File: config.mk
export PLATFORM = sky130hd
export DESIGN_NAME = tbm_bit6_mux
export DESIGN_NICKNAME = d
export VERILOG_FILES = /design/src/tbm_pkg.sv /design/src/tbm_bit6_mux.sv
export SDC_FILE = /design/constraint.sdc
export NUM_CORES = 1
export LEC_CHECK = 0
export ABC_CLOCK_PERIOD_IN_PS = 5000
export BUFFER_PORTS_ARGS = -buffer_cell sky130_fd_sc_hd__buf_2
export CAP_MARGIN = 20
export CORE_ASPECT_RATIO = 0.5
export CORE_MARGIN = 3
export CORE_UTILIZATION = 40
export DETAILED_ROUTE_END_ITERATION = 8
export GPL_TIMING_DRIVEN = 0
export REMOVE_ABC_BUFFERS = 1
export SLEW_MARGIN = 10
export SYNTH_ARGS = -nofsm -noshare
export SYNTH_HDL_FRONTEND = slang
export SYNTH_SLANG_ARGS = --single-unit
File: constraint.sdc
create_clock -name clk -period 5 [get_ports clk]
set_clock_uncertainty 0.15 [all_clocks]
set_input_delay 0.5 -clock clk [delete_from_list [all_inputs] [get_ports clk]]
set_output_delay 0.5 -clock clk [all_outputs]
set_load 0.01 [all_outputs]
File: src/tbm_pkg.sv
// Purpose : Shared types and constants for the transmit bit-6 role mux
// Assumes : One 200 MHz system clock samples every pin of the block
// Notes   : Role select inputs come from configuration logic on clk
//
// Overview of operation
// - With the add bus enabled the shared pin is bit 6 of the add bus.
// - In add bus role the bit is latched on each falling add clock edge.
// - With add bus off and packet mode set the pin is packet byte bit 6 and a byte clock is driven out.
// - In packet role the bit is sampled on each rising edge of the driven byte clock.
// - In clear-channel role the bit is sampled on each rising tributary clock edge.
// - The frame end output is high for one tributary clock period on a frame's last bit.
package tbm_pkg;

  localparam int unsigned CLK_NS      = 5;
  localparam int unsigned PKT_HALF_NS = 40;
  localparam int unsigned PKT_HALF_CYC =
    (PKT_HALF_NS + CLK_NS - 1) / CLK_NS;
  localparam int unsigned DIV_W       = 8;
  localparam int unsigned FCNT_W      = 16;
  localparam logic [FCNT_W-1:0] FRAME_BITS_DEF = 16'h0400;
  localparam logic [DIV_W-1:0] PKT_HALF_VAL = DIV_W'(PKT_HALF_CYC);

  typedef enum logic [1:0] {
    TBM_ROLE_IDLE,
    TBM_ROLE_ADD,
    TBM_ROLE_PKT,
    TBM_ROLE_CLEAR
  } tbm_role_t;

  typedef struct packed {
    logic valid;
    logic data;
  } tbm_sample_t;

  typedef struct packed {
    logic [1:0]        dsync;
    logic [2:0]        async;
    logic [2:0]        tsync;
    logic [DIV_W-1:0]  divcnt;
    logic              pclk;
    logic [1:0]        prise;
    logic [FCNT_W-1:0] bitcnt;
    tbm_role_t         role;
    tbm_sample_t       add_out;
    tbm_sample_t       pkt_out;
    tbm_sample_t       ser_out;
    logic              fend;
    logic              ovh;
  } tbm_state_t;

endpackage : tbm_pkg

File: src/tbm_bit6_mux.sv
// Purpose : Role mux and samplers for the shared channel 0 transmit bit 6
// Assumes : Pin clocks are far slower than clk (tributary clock ~8 MHz)
// Notes   : Data pin passes two flops, clock pins three; edges are found on synced copies
`timescale 1ns/100ps
`default_nettype none

module tbm_bit6_mux
  import tbm_pkg::*;
#(
  parameter logic [FCNT_W-1:0] FRAME_BITS = FRAME_BITS_DEF
) (
  input  wire logic        clk,
  input  wire logic        reset,
  input  wire logic        shared_bit6_pin,
  input  wire logic        add_bus_clock,
  input  wire logic        tributary_tx_input_clock,
  input  wire logic        add_bus_enable,
  input  wire logic        packet_mode_sel,
  input  wire logic        clear_mode_sel,
  input  wire logic        framer_overhead_next,
  output var  tbm_sample_t add_bus_bit6,
  output var  tbm_sample_t packet_tx_byte_bit6,
  output var  tbm_sample_t tributary_serial_payload_in,
  output var  logic        packet_tx_byte_clock,
  output var  logic        overhead_slot_indicator,
  output var  logic        frame_end_pulse,
  output var  tbm_role_t   active_role
);

  tbm_state_t st_ff;
  tbm_state_t nxt_st;

  // Priority decode of the configuration into one role
  function automatic tbm_role_t role_of(input logic add_en,
                                        input logic pkt,
                                        input logic clr);
    tbm_role_t r;
    r = TBM_ROLE_IDLE;
    if (add_en) begin
      r = TBM_ROLE_ADD;
    end else if (pkt) begin
      r = TBM_ROLE_PKT;
    end else if (clr) begin
      r = TBM_ROLE_CLEAR;
    end
    return r;
  endfunction : role_of

  logic add_fall;
  logic trib_rise;
  logic pkt_rise;

  assign add_fall  = st_ff.async[2] & ~st_ff.async[1];
  assign trib_rise = ~st_ff.tsync[2] & st_ff.tsync[1];
  assign pkt_rise  = st_ff.prise[1];

  always_comb begin
    nxt_st = st_ff;
    nxt_st.dsync = {st_ff.dsync[0], shared_bit6_pin};
    nxt_st.async = {st_ff.async[1:0], add_bus_clock};
    nxt_st.tsync = {st_ff.tsync[1:0], tributary_tx_input_clock};
    nxt_st.role  = role_of(add_bus_enable, packet_mode_sel,
                           clear_mode_sel);
    nxt_st.add_out.valid = 1'b0;
    nxt_st.pkt_out.valid = 1'b0;
    nxt_st.ser_out.valid = 1'b0;
    nxt_st.prise = {st_ff.prise[0], 1'b0};
    nxt_st.ovh   = 1'b0;
    nxt_st.fend  = 1'b0;

    unique case (st_ff.role)
      TBM_ROLE_ADD: begin
        nxt_st.divcnt = '0;
        nxt_st.pclk   = 1'b0;
        nxt_st.bitcnt = '0;
        if (add_fall) begin
          nxt_st.add_out.valid = 1'b1;
          nxt_st.add_out.data  = st_ff.dsync[1];
        end
      end
      TBM_ROLE_PKT: begin
        nxt_st.bitcnt = '0;
        // Byte clock from a divider; rise is delayed to match data sync
        if (st_ff.divcnt == PKT_HALF_VAL - 8'h01) begin
          nxt_st.divcnt = '0;
          nxt_st.pclk   = ~st_ff.pclk;
          nxt_st.prise[0] = ~st_ff.pclk;
        end else begin
          nxt_st.divcnt = st_ff.divcnt + 8'h01;
        end
        if (pkt_rise) begin
          nxt_st.pkt_out.valid = 1'b1;
          nxt_st.pkt_out.data  = st_ff.dsync[1];
        end
      end
      TBM_ROLE_CLEAR: begin
        nxt_st.divcnt = '0;
        nxt_st.pclk   = 1'b0;
        nxt_st.ovh    = st_ff.ovh;
        nxt_st.fend   = st_ff.fend;
        if (trib_rise) begin
          // A bit in a flagged overhead slot is not payload
          nxt_st.ser_out.valid = ~st_ff.ovh;
          nxt_st.ser_out.data  = st_ff.dsync[1];
          nxt_st.ovh = framer_overhead_next;
          nxt_st.fend = (st_ff.bitcnt == FRAME_BITS - 16'h0001);
          if (st_ff.bitcnt == FRAME_BITS - 16'h0001) begin
            nxt_st.bitcnt = '0;
          end else begin
            nxt_st.bitcnt = st_ff.bitcnt + 16'h0001;
          end
        end
      end
      TBM_ROLE_IDLE: begin
        nxt_st.divcnt = '0;
        nxt_st.pclk   = 1'b0;
        nxt_st.bitcnt = '0;
      end
    endcase
  end

  always_ff @(posedge clk) begin
    if (reset) begin
      st_ff <= '{role: TBM_ROLE_IDLE, default: '0};
    end else begin
      st_ff <= nxt_st;
    end
  end

  assign add_bus_bit6                = st_ff.add_out;
  assign packet_tx_byte_bit6         = st_ff.pkt_out;
  assign tributary_serial_payload_in = st_ff.ser_out;
  assign packet_tx_byte_clock        = st_ff.pclk;
  assign overhead_slot_indicator     = st_ff.ovh;
  assign frame_end_pulse             = st_ff.fend;
  assign active_role                 = st_ff.role;

  // Checks
  logic [DIV_W-1:0] pclk_run_ff;
  // Cycles since the byte clock last moved; held at zero outside
  // packet role so the first half period after entry is measured too
  always_ff @(posedge clk) begin
    if (reset || st_ff.role != TBM_ROLE_PKT ||
        st_ff.pclk != nxt_st.pclk) begin
      pclk_run_ff <= '0;
    end else if (pclk_run_ff != 8'hff) begin
      pclk_run_ff <= pclk_run_ff + 8'h01;
    end
  end

  add_role_only_a: assert property (@(posedge clk)
    disable iff (reset)
    add_bus_bit6.valid |-> $past(st_ff.role) == TBM_ROLE_ADD)
    else $error("add bus sample outside add role");

  add_fall_a: assert property (@(posedge clk)
    disable iff (reset)
    (st_ff.role == TBM_ROLE_ADD && add_fall)
      |=> add_bus_bit6.valid && add_bus_bit6.data == $past(st_ff.dsync[1]))
    else $error("add bus bit not latched on falling clock");

  pkt_clock_a: assert property (@(posedge clk)
    disable iff (reset)
    ($changed(st_ff.pclk) && $past(st_ff.role) == TBM_ROLE_PKT)
      |-> $past(pclk_run_ff) == PKT_HALF_VAL - 8'h01)
    else $error("byte clock half period wrong");

  pkt_sample_a: assert property (@(posedge clk)
    disable iff (reset)
    ($rose(st_ff.pclk) && st_ff.role == TBM_ROLE_PKT
     && nxt_st.role == TBM_ROLE_PKT)
      |-> ##2 packet_tx_byte_bit6.valid
          && packet_tx_byte_bit6.data == $past(st_ff.dsync[1]))
    else $error("packet bit not sampled after byte clock rise");

  trib_sample_a: assert property (@(posedge clk)
    disable iff (reset)
    (st_ff.role == TBM_ROLE_CLEAR && trib_rise && !st_ff.ovh)
      |=> tributary_serial_payload_in.valid
          && tributary_serial_payload_in.data == $past(st_ff.dsync[1]))
    else $error("payload bit missed on tributary rise");

  ovh_drop_a: assert property (@(posedge clk)
    disable iff (reset)
    (trib_rise && st_ff.ovh) |=> !tributary_serial_payload_in.valid)
    else $error("overhead slot bit taken as payload");

  frame_end_a: assert property (@(posedge clk)
    disable iff (reset)
    (st_ff.role == TBM_ROLE_CLEAR && trib_rise
     && st_ff.bitcnt == FRAME_BITS - 16'h0001)
      |=> frame_end_pulse && st_ff.bitcnt == '0)
    else $error("frame end not raised on last bit");

  frame_end_len_a: assert property (@(posedge clk)
    disable iff (reset)
    (frame_end_pulse && !trib_rise && st_ff.role == TBM_ROLE_CLEAR)
      |=> frame_end_pulse)
    else $error("frame end dropped inside tributary period");

  frame_end_drop_a: assert property (@(posedge clk)
    disable iff (reset)
    (frame_end_pulse && trib_rise && FRAME_BITS > 16'h0001)
      |=> !frame_end_pulse)
    else $error("frame end longer than one tributary period");

  one_role_a: assert property (@(posedge clk)
    disable iff (reset)
    $onehot0({add_bus_bit6.valid, packet_tx_byte_bit6.valid,
              tributary_serial_payload_in.valid}))
    else $error("more than one role produced a sample");

  idle_pclk_a: assert property (@(posedge clk)
    disable iff (reset)
    st_ff.role != TBM_ROLE_PKT
      |=> ##1 (!packet_tx_byte_clock || st_ff.role == TBM_ROLE_PKT))
    else $error("byte clock runs outside packet role");

  add_cov_c: cover property (@(posedge clk) disable iff (reset)
    add_bus_bit6.valid);
  pkt_cov_c: cover property (@(posedge clk) disable iff (reset)
    packet_tx_byte_bit6.valid);
  fend_cov_c: cover property (@(posedge clk) disable iff (reset)
    $rose(frame_end_pulse));
  ovh_cov_c: cover property (@(posedge clk) disable iff (reset)
    trib_rise && st_ff.ovh);

endmodule : tbm_bit6_mux

`default_nettype wire

==> flow_metrics.tcl, run 1 <==
set metrics [dict create \
    grt_pass1_wl_um 5400 \
    diodes 0 \
    p_per_area_nw_per_um2 327 \
    antenna_found_initial 0 \
    async_reset_ff_frac 0 \
    via_count 1380 \
    hold_path.class "in -> reg" \
    cts.sinks 45 \
    syn_to_final_growth_pct 9.88 \
    hold_violations 0 \
    min_period_ns 2.20 \
    tns_ns 0 \
    clk_pin_slew_ns 0.09 \
    cts-resized-gates 0 \
    postCtsSetupBuffers 0 \
    avgSynthCellArea_um2 9.02 \
    finalWirelength_um 3170 \
    holdWs_ns 0.212 \
    cts_root_buf "clkbuf_8" \
    min_from "add_bus_enable" \
    htreeDepth 2 \
    crit_path_start_kind "flip-flop" \
    ir_worst_vdd_v 0.000159 \
    worstHoldEndpoint "active_role[1]$_SDFF_PP0_" \
    die_w_um 102 \
    critPathRequiredTime_ns 5.07 \
    cpPeakStageDelay_ns 0.52 \
    reg2regPathDepth 5 \
    dp_hpwl_um 2130 \
    clk_latency_ns 0.30 \
    layout-drive-gt1-share 0.144 \
    power_w 0.000664 \
    chipHeight_um 54.1 \
    gp_congestion 0.795 \
    report.final.slew_viol_count 0 \
    core_area_um2 4160 \
    port_buffers 19 \
    post-route-util 0.488 \
    critPathKind "reg -> reg" \
    viasPerCell 5.11 \
    drt_pass1_iterations 4 \
    worstSetupEndpointType "flip-flop" \
    drc 0 \
    wire_per_inst_um 11.7 \
    reg2reg_setup_slack_ns 2.80 \
    setup_viol 0 \
    crit_slowest_cell "or4b_1" \
    cts_tree "built" \
    yosys_warnings 0 \
    fin_crit_sh 0.440 \
    synth_flop_cell "dfxtp_1" \
    max_freq_ghz 0.454 \
    crit_fanout 11 \
    grt_max_degree 20 \
    ant_nets 0 \
    r2r_end "st_ff[20]$_SDFFE_PP0P_" \
    worst_pin_slew_ns 0.779 \
    r2r_start "st_ff[10]$_SDFFE_PP0P_" \
    numCtsBuffers 5 \
    hold_depth 2 \
    cts.path.max_buffers 2 \
    design_area_um2 2030 \
    synth-seq-area-share 0.487 \
    start_util 0.444 \
    power_leakage_nw 0.751 \
    grt_pass1_vias 1155 \
    crit_arrival_ns 2.27 \
    rsz0062_at_grt "false" \
    yosysUniqueCellTypes 34 \
    rows 16 \
    num-nets-final 226 \
    drtIter0Drc 45 \
    io_pins 20 \
    max_slew_margin 0.479 \
    path_cells "ha_1 -> nand3_1 -> or3_1 -> or4b_1 -> a21oi_1" \
    status "finished, final reports clean" \
    synth_edf_count 0 \
    synth-seq-cells 45 \
    track_usage 0.127 \
    netlist_instances 205 \
    holdBufCountCts 0 \
    synth_area_um2 1850 \
    maxCapViolCount 0 \
    fp.dieArea_um2 5520 \
    place_area_um2 1920 \
    grt_overflow 0 \
]
[worst max-delay path: cells and delay by family, from the launching register on]
family,cells,cell delay [ns]
compound gates,1,0.14
simple gates,3,1.15
fa+ha+maj,1,0.25
flops,1,0.43
[final cells by class]
class | instances | area, µm²
Clock inverter | 3 | 47.5
Multi-Input combinational cell | 140 | 837
Fill cell | 403 | 2130
Clock buffer | 5 | 68.8
Inverter | 4 | 15.0
Sequential cell | 45 | 901
Tap cell | 54 | 67.6
Timing Repair Buffer | 19 | 95.1
[cells in the final DEF (no fill, tap or decap), types with 6 or more instances in the layout]
master / n
xor2_1: 8
nand4_1: 6
nand3_1: 9
buf_2: 19
nor2_1: 26
nand2_1: 16
dfxtp_1: 45
a21oi_1: 10
nor2b_1: 10
or3_1: 6
[where the power goes]
part | total (W) | internal [W] | switching [W]
logic | 0.0000161 | 0.00000668 | 0.00000943
clock network | 0.000283 | 0.000152 | 0.000131
registers | 0.000365 | 0.000362 | 0.00000261
total | 0.000664 | 0.000521 | 0.000143
[flip-flops by register name, indices dropped and copies added (netlist names), 2 cells and up]
name,cells
st_ff,27
add_bus_bit6,2
tributary_serial_payload_in,2
packet_tx_byte_bit6,2
nxt_st,6
active_role,2
[synthesized netlist by cell type (4+ instances only)]
master | count | area, µm²
a21oi_1 | 10 | 50.1
and3_1 | 5 | 31.3
buf_4 | 9 | 67.6
clkbuf_1 | 5 | 18.8
dfxtp_1 | 45 | 901
inv_1 | 4 | 15.0
mux2i_1 | 5 | 50.1
nand2_1 | 16 | 60.1
nand3_1 | 9 | 45.0
nand4_1 | 6 | 37.5
nor2_1 | 26 | 97.6
nor2b_1 | 10 | 62.6
o211ai_1 | 4 | 30.0
or3_1 | 6 | 37.5
xor2_1 | 8 | 70.1
[worst max-delay path by stage]
stage	startpoint	depth (start not counted)	slack, ns	endpoint
final	st_ff[10]$_SDFFE_PP0P_	5	2.80	st_ff[20]$_SDFFE_PP0P_
after global routing	st_ff[10]$_SDFFE_PP0P_	5	2.67	st_ff[20]$_SDFFE_PP0P_
after CTS	st_ff[10]$_SDFFE_PP0P_	5	2.80	st_ff[20]$_SDFFE_PP0P_
after detailed placement	st_ff[10]$_SDFFE_PP0P_	5	2.85	st_ff[20]$_SDFFE_PP0P_
after global placement	st_ff[10]$_SDFFE_PP0P_	5	2.85	st_ff[20]$_SDFFE_PP0P_
after floorplan	st_ff[10]$_SDFFE_PP0P_	5	3.04	st_ff[20]$_SDFFE_PP0P_
[stage by stage]
stage / std cells / worst slack (ns)
2_1_floorplan: 189 / 3.04
3_3_place_gp: 262 / 2.85
3_5_place_dp: 262 / 2.85
4_1_cts: 270 / 2.80
5_1_grt: 270 / 2.67
6_report: 270 / 2.80
[cell families (layout without fill, tap and decap cells)]
| family | Yosys count | count (layout) | share of synthesized area |
|---|---|---|---|
| and+or+nand+nor | 97 | 97 | 0.278 |
| DFF | 45 | 45 | 0.487 |
| AOI/OAI and AO/OA | 25 | 25 | 0.0819 |
| buffers and inverters | 20 | 31 | 0.0602 |
| xor gates and xnor gates | 11 | 11 | 0.0521 |
| muxes | 5 | 5 | 0.0271 |
| adders and majority gates | 2 | 2 | 0.0135 |
[routing by layer]
| metal | track usage | share of wire | vias up |
|---|---|---|---|
| met1 | 0.165 | 0.51 | 623 |
| met4 | 0.0392 | 0.0076 | 0 |
| met2 | 0.196 | 0.44 | 24 |
| met3 | 0.0479 | 0.046 | 3 |
| met5 | 0 | 0 | - |
| li1 | - | - | 730 |
Note: power is estimated with default switching activity, not from simulation.
==> inputs of run 2 (changes only) <==
Settings changed: ABC_CLOCK_PERIOD_IN_PS 5000 to 2300.
Clock period 5 ns to 2.3 ns, I/O delays scaled along.
==> run 2 against run 1 <==
  * Cell count grew 1.1%
  * Worst setup slack lost 2.6 ns
  * Non-clock buffer count grew 3
  * Design area grew 1.8%
  * Global-route usage grew 0.11 points
  * Combinational power grew 150%
  * Wire length grew 2.6%
  * Die area is the same
  * Register-to-register slack lost 2.6 ns
  * Sequential share of layout area shrank 0.80 points
  * Fmax grew 5.0%
  * Critical endpoint unchanged
  * Largest cell class unchanged
  * Highest routed layer unchanged
==> flow_metrics.tcl, run 2 (synthesis gave the netlist of run 1 again) <==
set metrics [dict create \
    worst_pin_slew_ns 0.789 \
    design_area_um2 2070 \
    critPathRequiredTime_ns 2.37 \
    crit_arrival_ns 2.16 \
    grt_pass1_wl_um 5440 \
    comb_power_share 0.027 \
    largest_register_ffs 27 \
    reg2regPathDepth 5 \
    power_w 0.00145 \
    hold_path.class "in -> reg" \
    clock_power_share 0.425 \
    final_common_cell "dfxtp_1" \
    maxCapViolCount 0 \
    layout-drive-gt1-share 0.151 \
    min_period_ns 2.10 \
    numCtsBuffers 5 \
    pwr-share-seq 0.548 \
    place_area_um2 1920 \
    report.final.slew_viol_count 0 \
    max_slew_margin 0.472 \
    cts.sinks 45 \
    gp_congestion 0.795 \
    power_leakage_nw 0.765 \
    viasPerCell 5.15 \
    worstSetupEndpointType "flip-flop" \
    critPathKind "reg -> reg" \
    postCtsSetupBuffers 0 \
    wire_per_inst_um 11.9 \
    max_freq_ghz 0.477 \
    crit_fanout 11 \
    dp_hpwl_um 2130 \
    antenna_found_initial 0 \
    grt_overflow 0 \
    drt_pass1_iterations 4 \
    drc 0 \
    reg2reg_setup_slack_ns 0.20 \
    setup_viol 0 \
    hold_violations 0 \
    die_w_um 102 \
    met1_usage 0.165 \
    clk_pin_slew_ns 0.09 \
    tns_ns 0 \
    cts_tree "built" \
    port_buffers 19 \
    worstHoldEndpoint "nxt_st[38]$_SDFF_PP0_" \
    rows 16 \
    track_usage 0.128 \
    r2r_start "st_ff[10]$_SDFFE_PP0P_" \
    fp.dieArea_um2 5520 \
    sw_frac_of_total 0.215 \
    p_per_area_nw_per_um2 700 \
    syn_to_final_growth_pct 11.9 \
    cts_root_buf "clkbuf_8" \
    grt-busiest-layer "met2" \
    layout_common_cells "dfxtp_1 (45), nor2_1 (26), buf_2 (19)" \
    switchingPower_w 0.000311 \
    r2r_end "st_ff[20]$_SDFFE_PP0P_" \
    grt_pass1_vias 1167 \
    crit_path_start_kind "flip-flop" \
    finalWirelength_um 3250 \
    gr-usage-met2 0.200 \
    rsz0062_at_grt "false" \
    fin_crit_sh 0.911 \
    num-nets-final 229 \
    core_area_um2 4160 \
    p_int_w 0.00114 \
    cts.path.max_buffers 2 \
    grtUsageMet3 0.0479 \
    hold_depth 2 \
    drtIter0Drc 39 \
    start_util 0.444 \
    via_count 1405 \
    htreeDepth 2 \
    max_flop_register "st_ff" \
    io_pins 20 \
    grt_max_degree 20 \
    chipHeight_um 54.1 \
    min_from "tributary_tx_input_clock" \
    diodes 0 \
    clk_latency_ns 0.30 \
    fill_cells 401 \
    ant_nets 0 \
    ir_worst_vdd_v 0.000352 \
    status "finished, final reports clean" \
]
run 2: cell types whose count changed in the layout (fill, tap and decap cells not counted), sizes merged:
cell,previous run,this run
dlygate4sd3,0,3
run 2: worst max path at each step:
stage                            from                      to  depth (start not counted)  slack (ns)
4_1_cts        st_ff[10]$_SDFFE_PP0P_  st_ff[20]$_SDFFE_PP0P_                          5        0.10
5_1_grt        st_ff[10]$_SDFFE_PP0P_  st_ff[20]$_SDFFE_PP0P_                          5         0.1
3_3_place_gp   st_ff[10]$_SDFFE_PP0P_  st_ff[20]$_SDFFE_PP0P_                          5        0.15
2_1_floorplan  st_ff[10]$_SDFFE_PP0P_  st_ff[20]$_SDFFE_PP0P_                          5        0.34
3_5_place_dp   st_ff[10]$_SDFFE_PP0P_  st_ff[20]$_SDFFE_PP0P_                          5        0.15
6_report       st_ff[10]$_SDFFE_PP0P_  st_ff[20]$_SDFFE_PP0P_                          5        0.20
run 2: critical path, cell delays in order (launching register included):
cell     delay (ns)
dfxtp_1        0.43
ha_1           0.25
nand3_1        0.14
or3_4          0.42
or4b_1         0.49
a21oi_1        0.14
run 2: metrics by stage:
stage                      util  hold slack [ns]  cells  setup WS, ns
after floorplan               -            0.152    189         0.343
after global placement    0.460            0.258    262         0.148
after detailed placement  0.460            0.266    262         0.145
after CTS                 0.495          0.00335    273         0.104
after global routing      0.497           0.0171    273        0.0963
final                     0.497          0.00568    273         0.204
run 2: timing repair:
| action | 4_1_cts | 5_1_grt |
|---|---|---|
| endpoints found under the setup margin | 0 | 2 |
| hold buffers | 3 | 0 |
| hold endpoints to repair | 4 | 0 |
| resized for setup | 0 | 2 |
run 2: cell type report:
| cell class | instances | area (µm²) | area share |
|---|---|---|---|
| clock buffers | 5 | 68.8 | 0.0333 |
| clock inverters | 3 | 47.5 | 0.0230 |
| inverters | 4 | 15.0 | 0.00726 |
| multi-input cells | 140 | 845 | 0.408 |
| flip-flops and latches | 45 | 901 | 0.435 |
| well taps | 54 | 67.6 | 0.0326 |
| repair buffers | 22 | 125 | 0.0605 |
run 2: power groups by stage:
stage | Combinational [W] | Clock (W) | Sequential [W]
after floorplan | 0.0000171 | 0 | 0.000811
after global placement | 0.0000348 | 0 | 0.000811
after detailed placement | 0.0000357 | 0 | 0.000811
after CTS | 0.0000398 | 0.000636 | 0.000793
after global routing | 0.0000446 | 0.000665 | 0.000795
final | 0.0000395 | 0.000616 | 0.000793
run 2: metal layers:
metal	wire, µm	share of wire
met5	0	0
met4	24	0.0074
met3	144	0.044
met2	1430	0.44
met1	1660	0.51
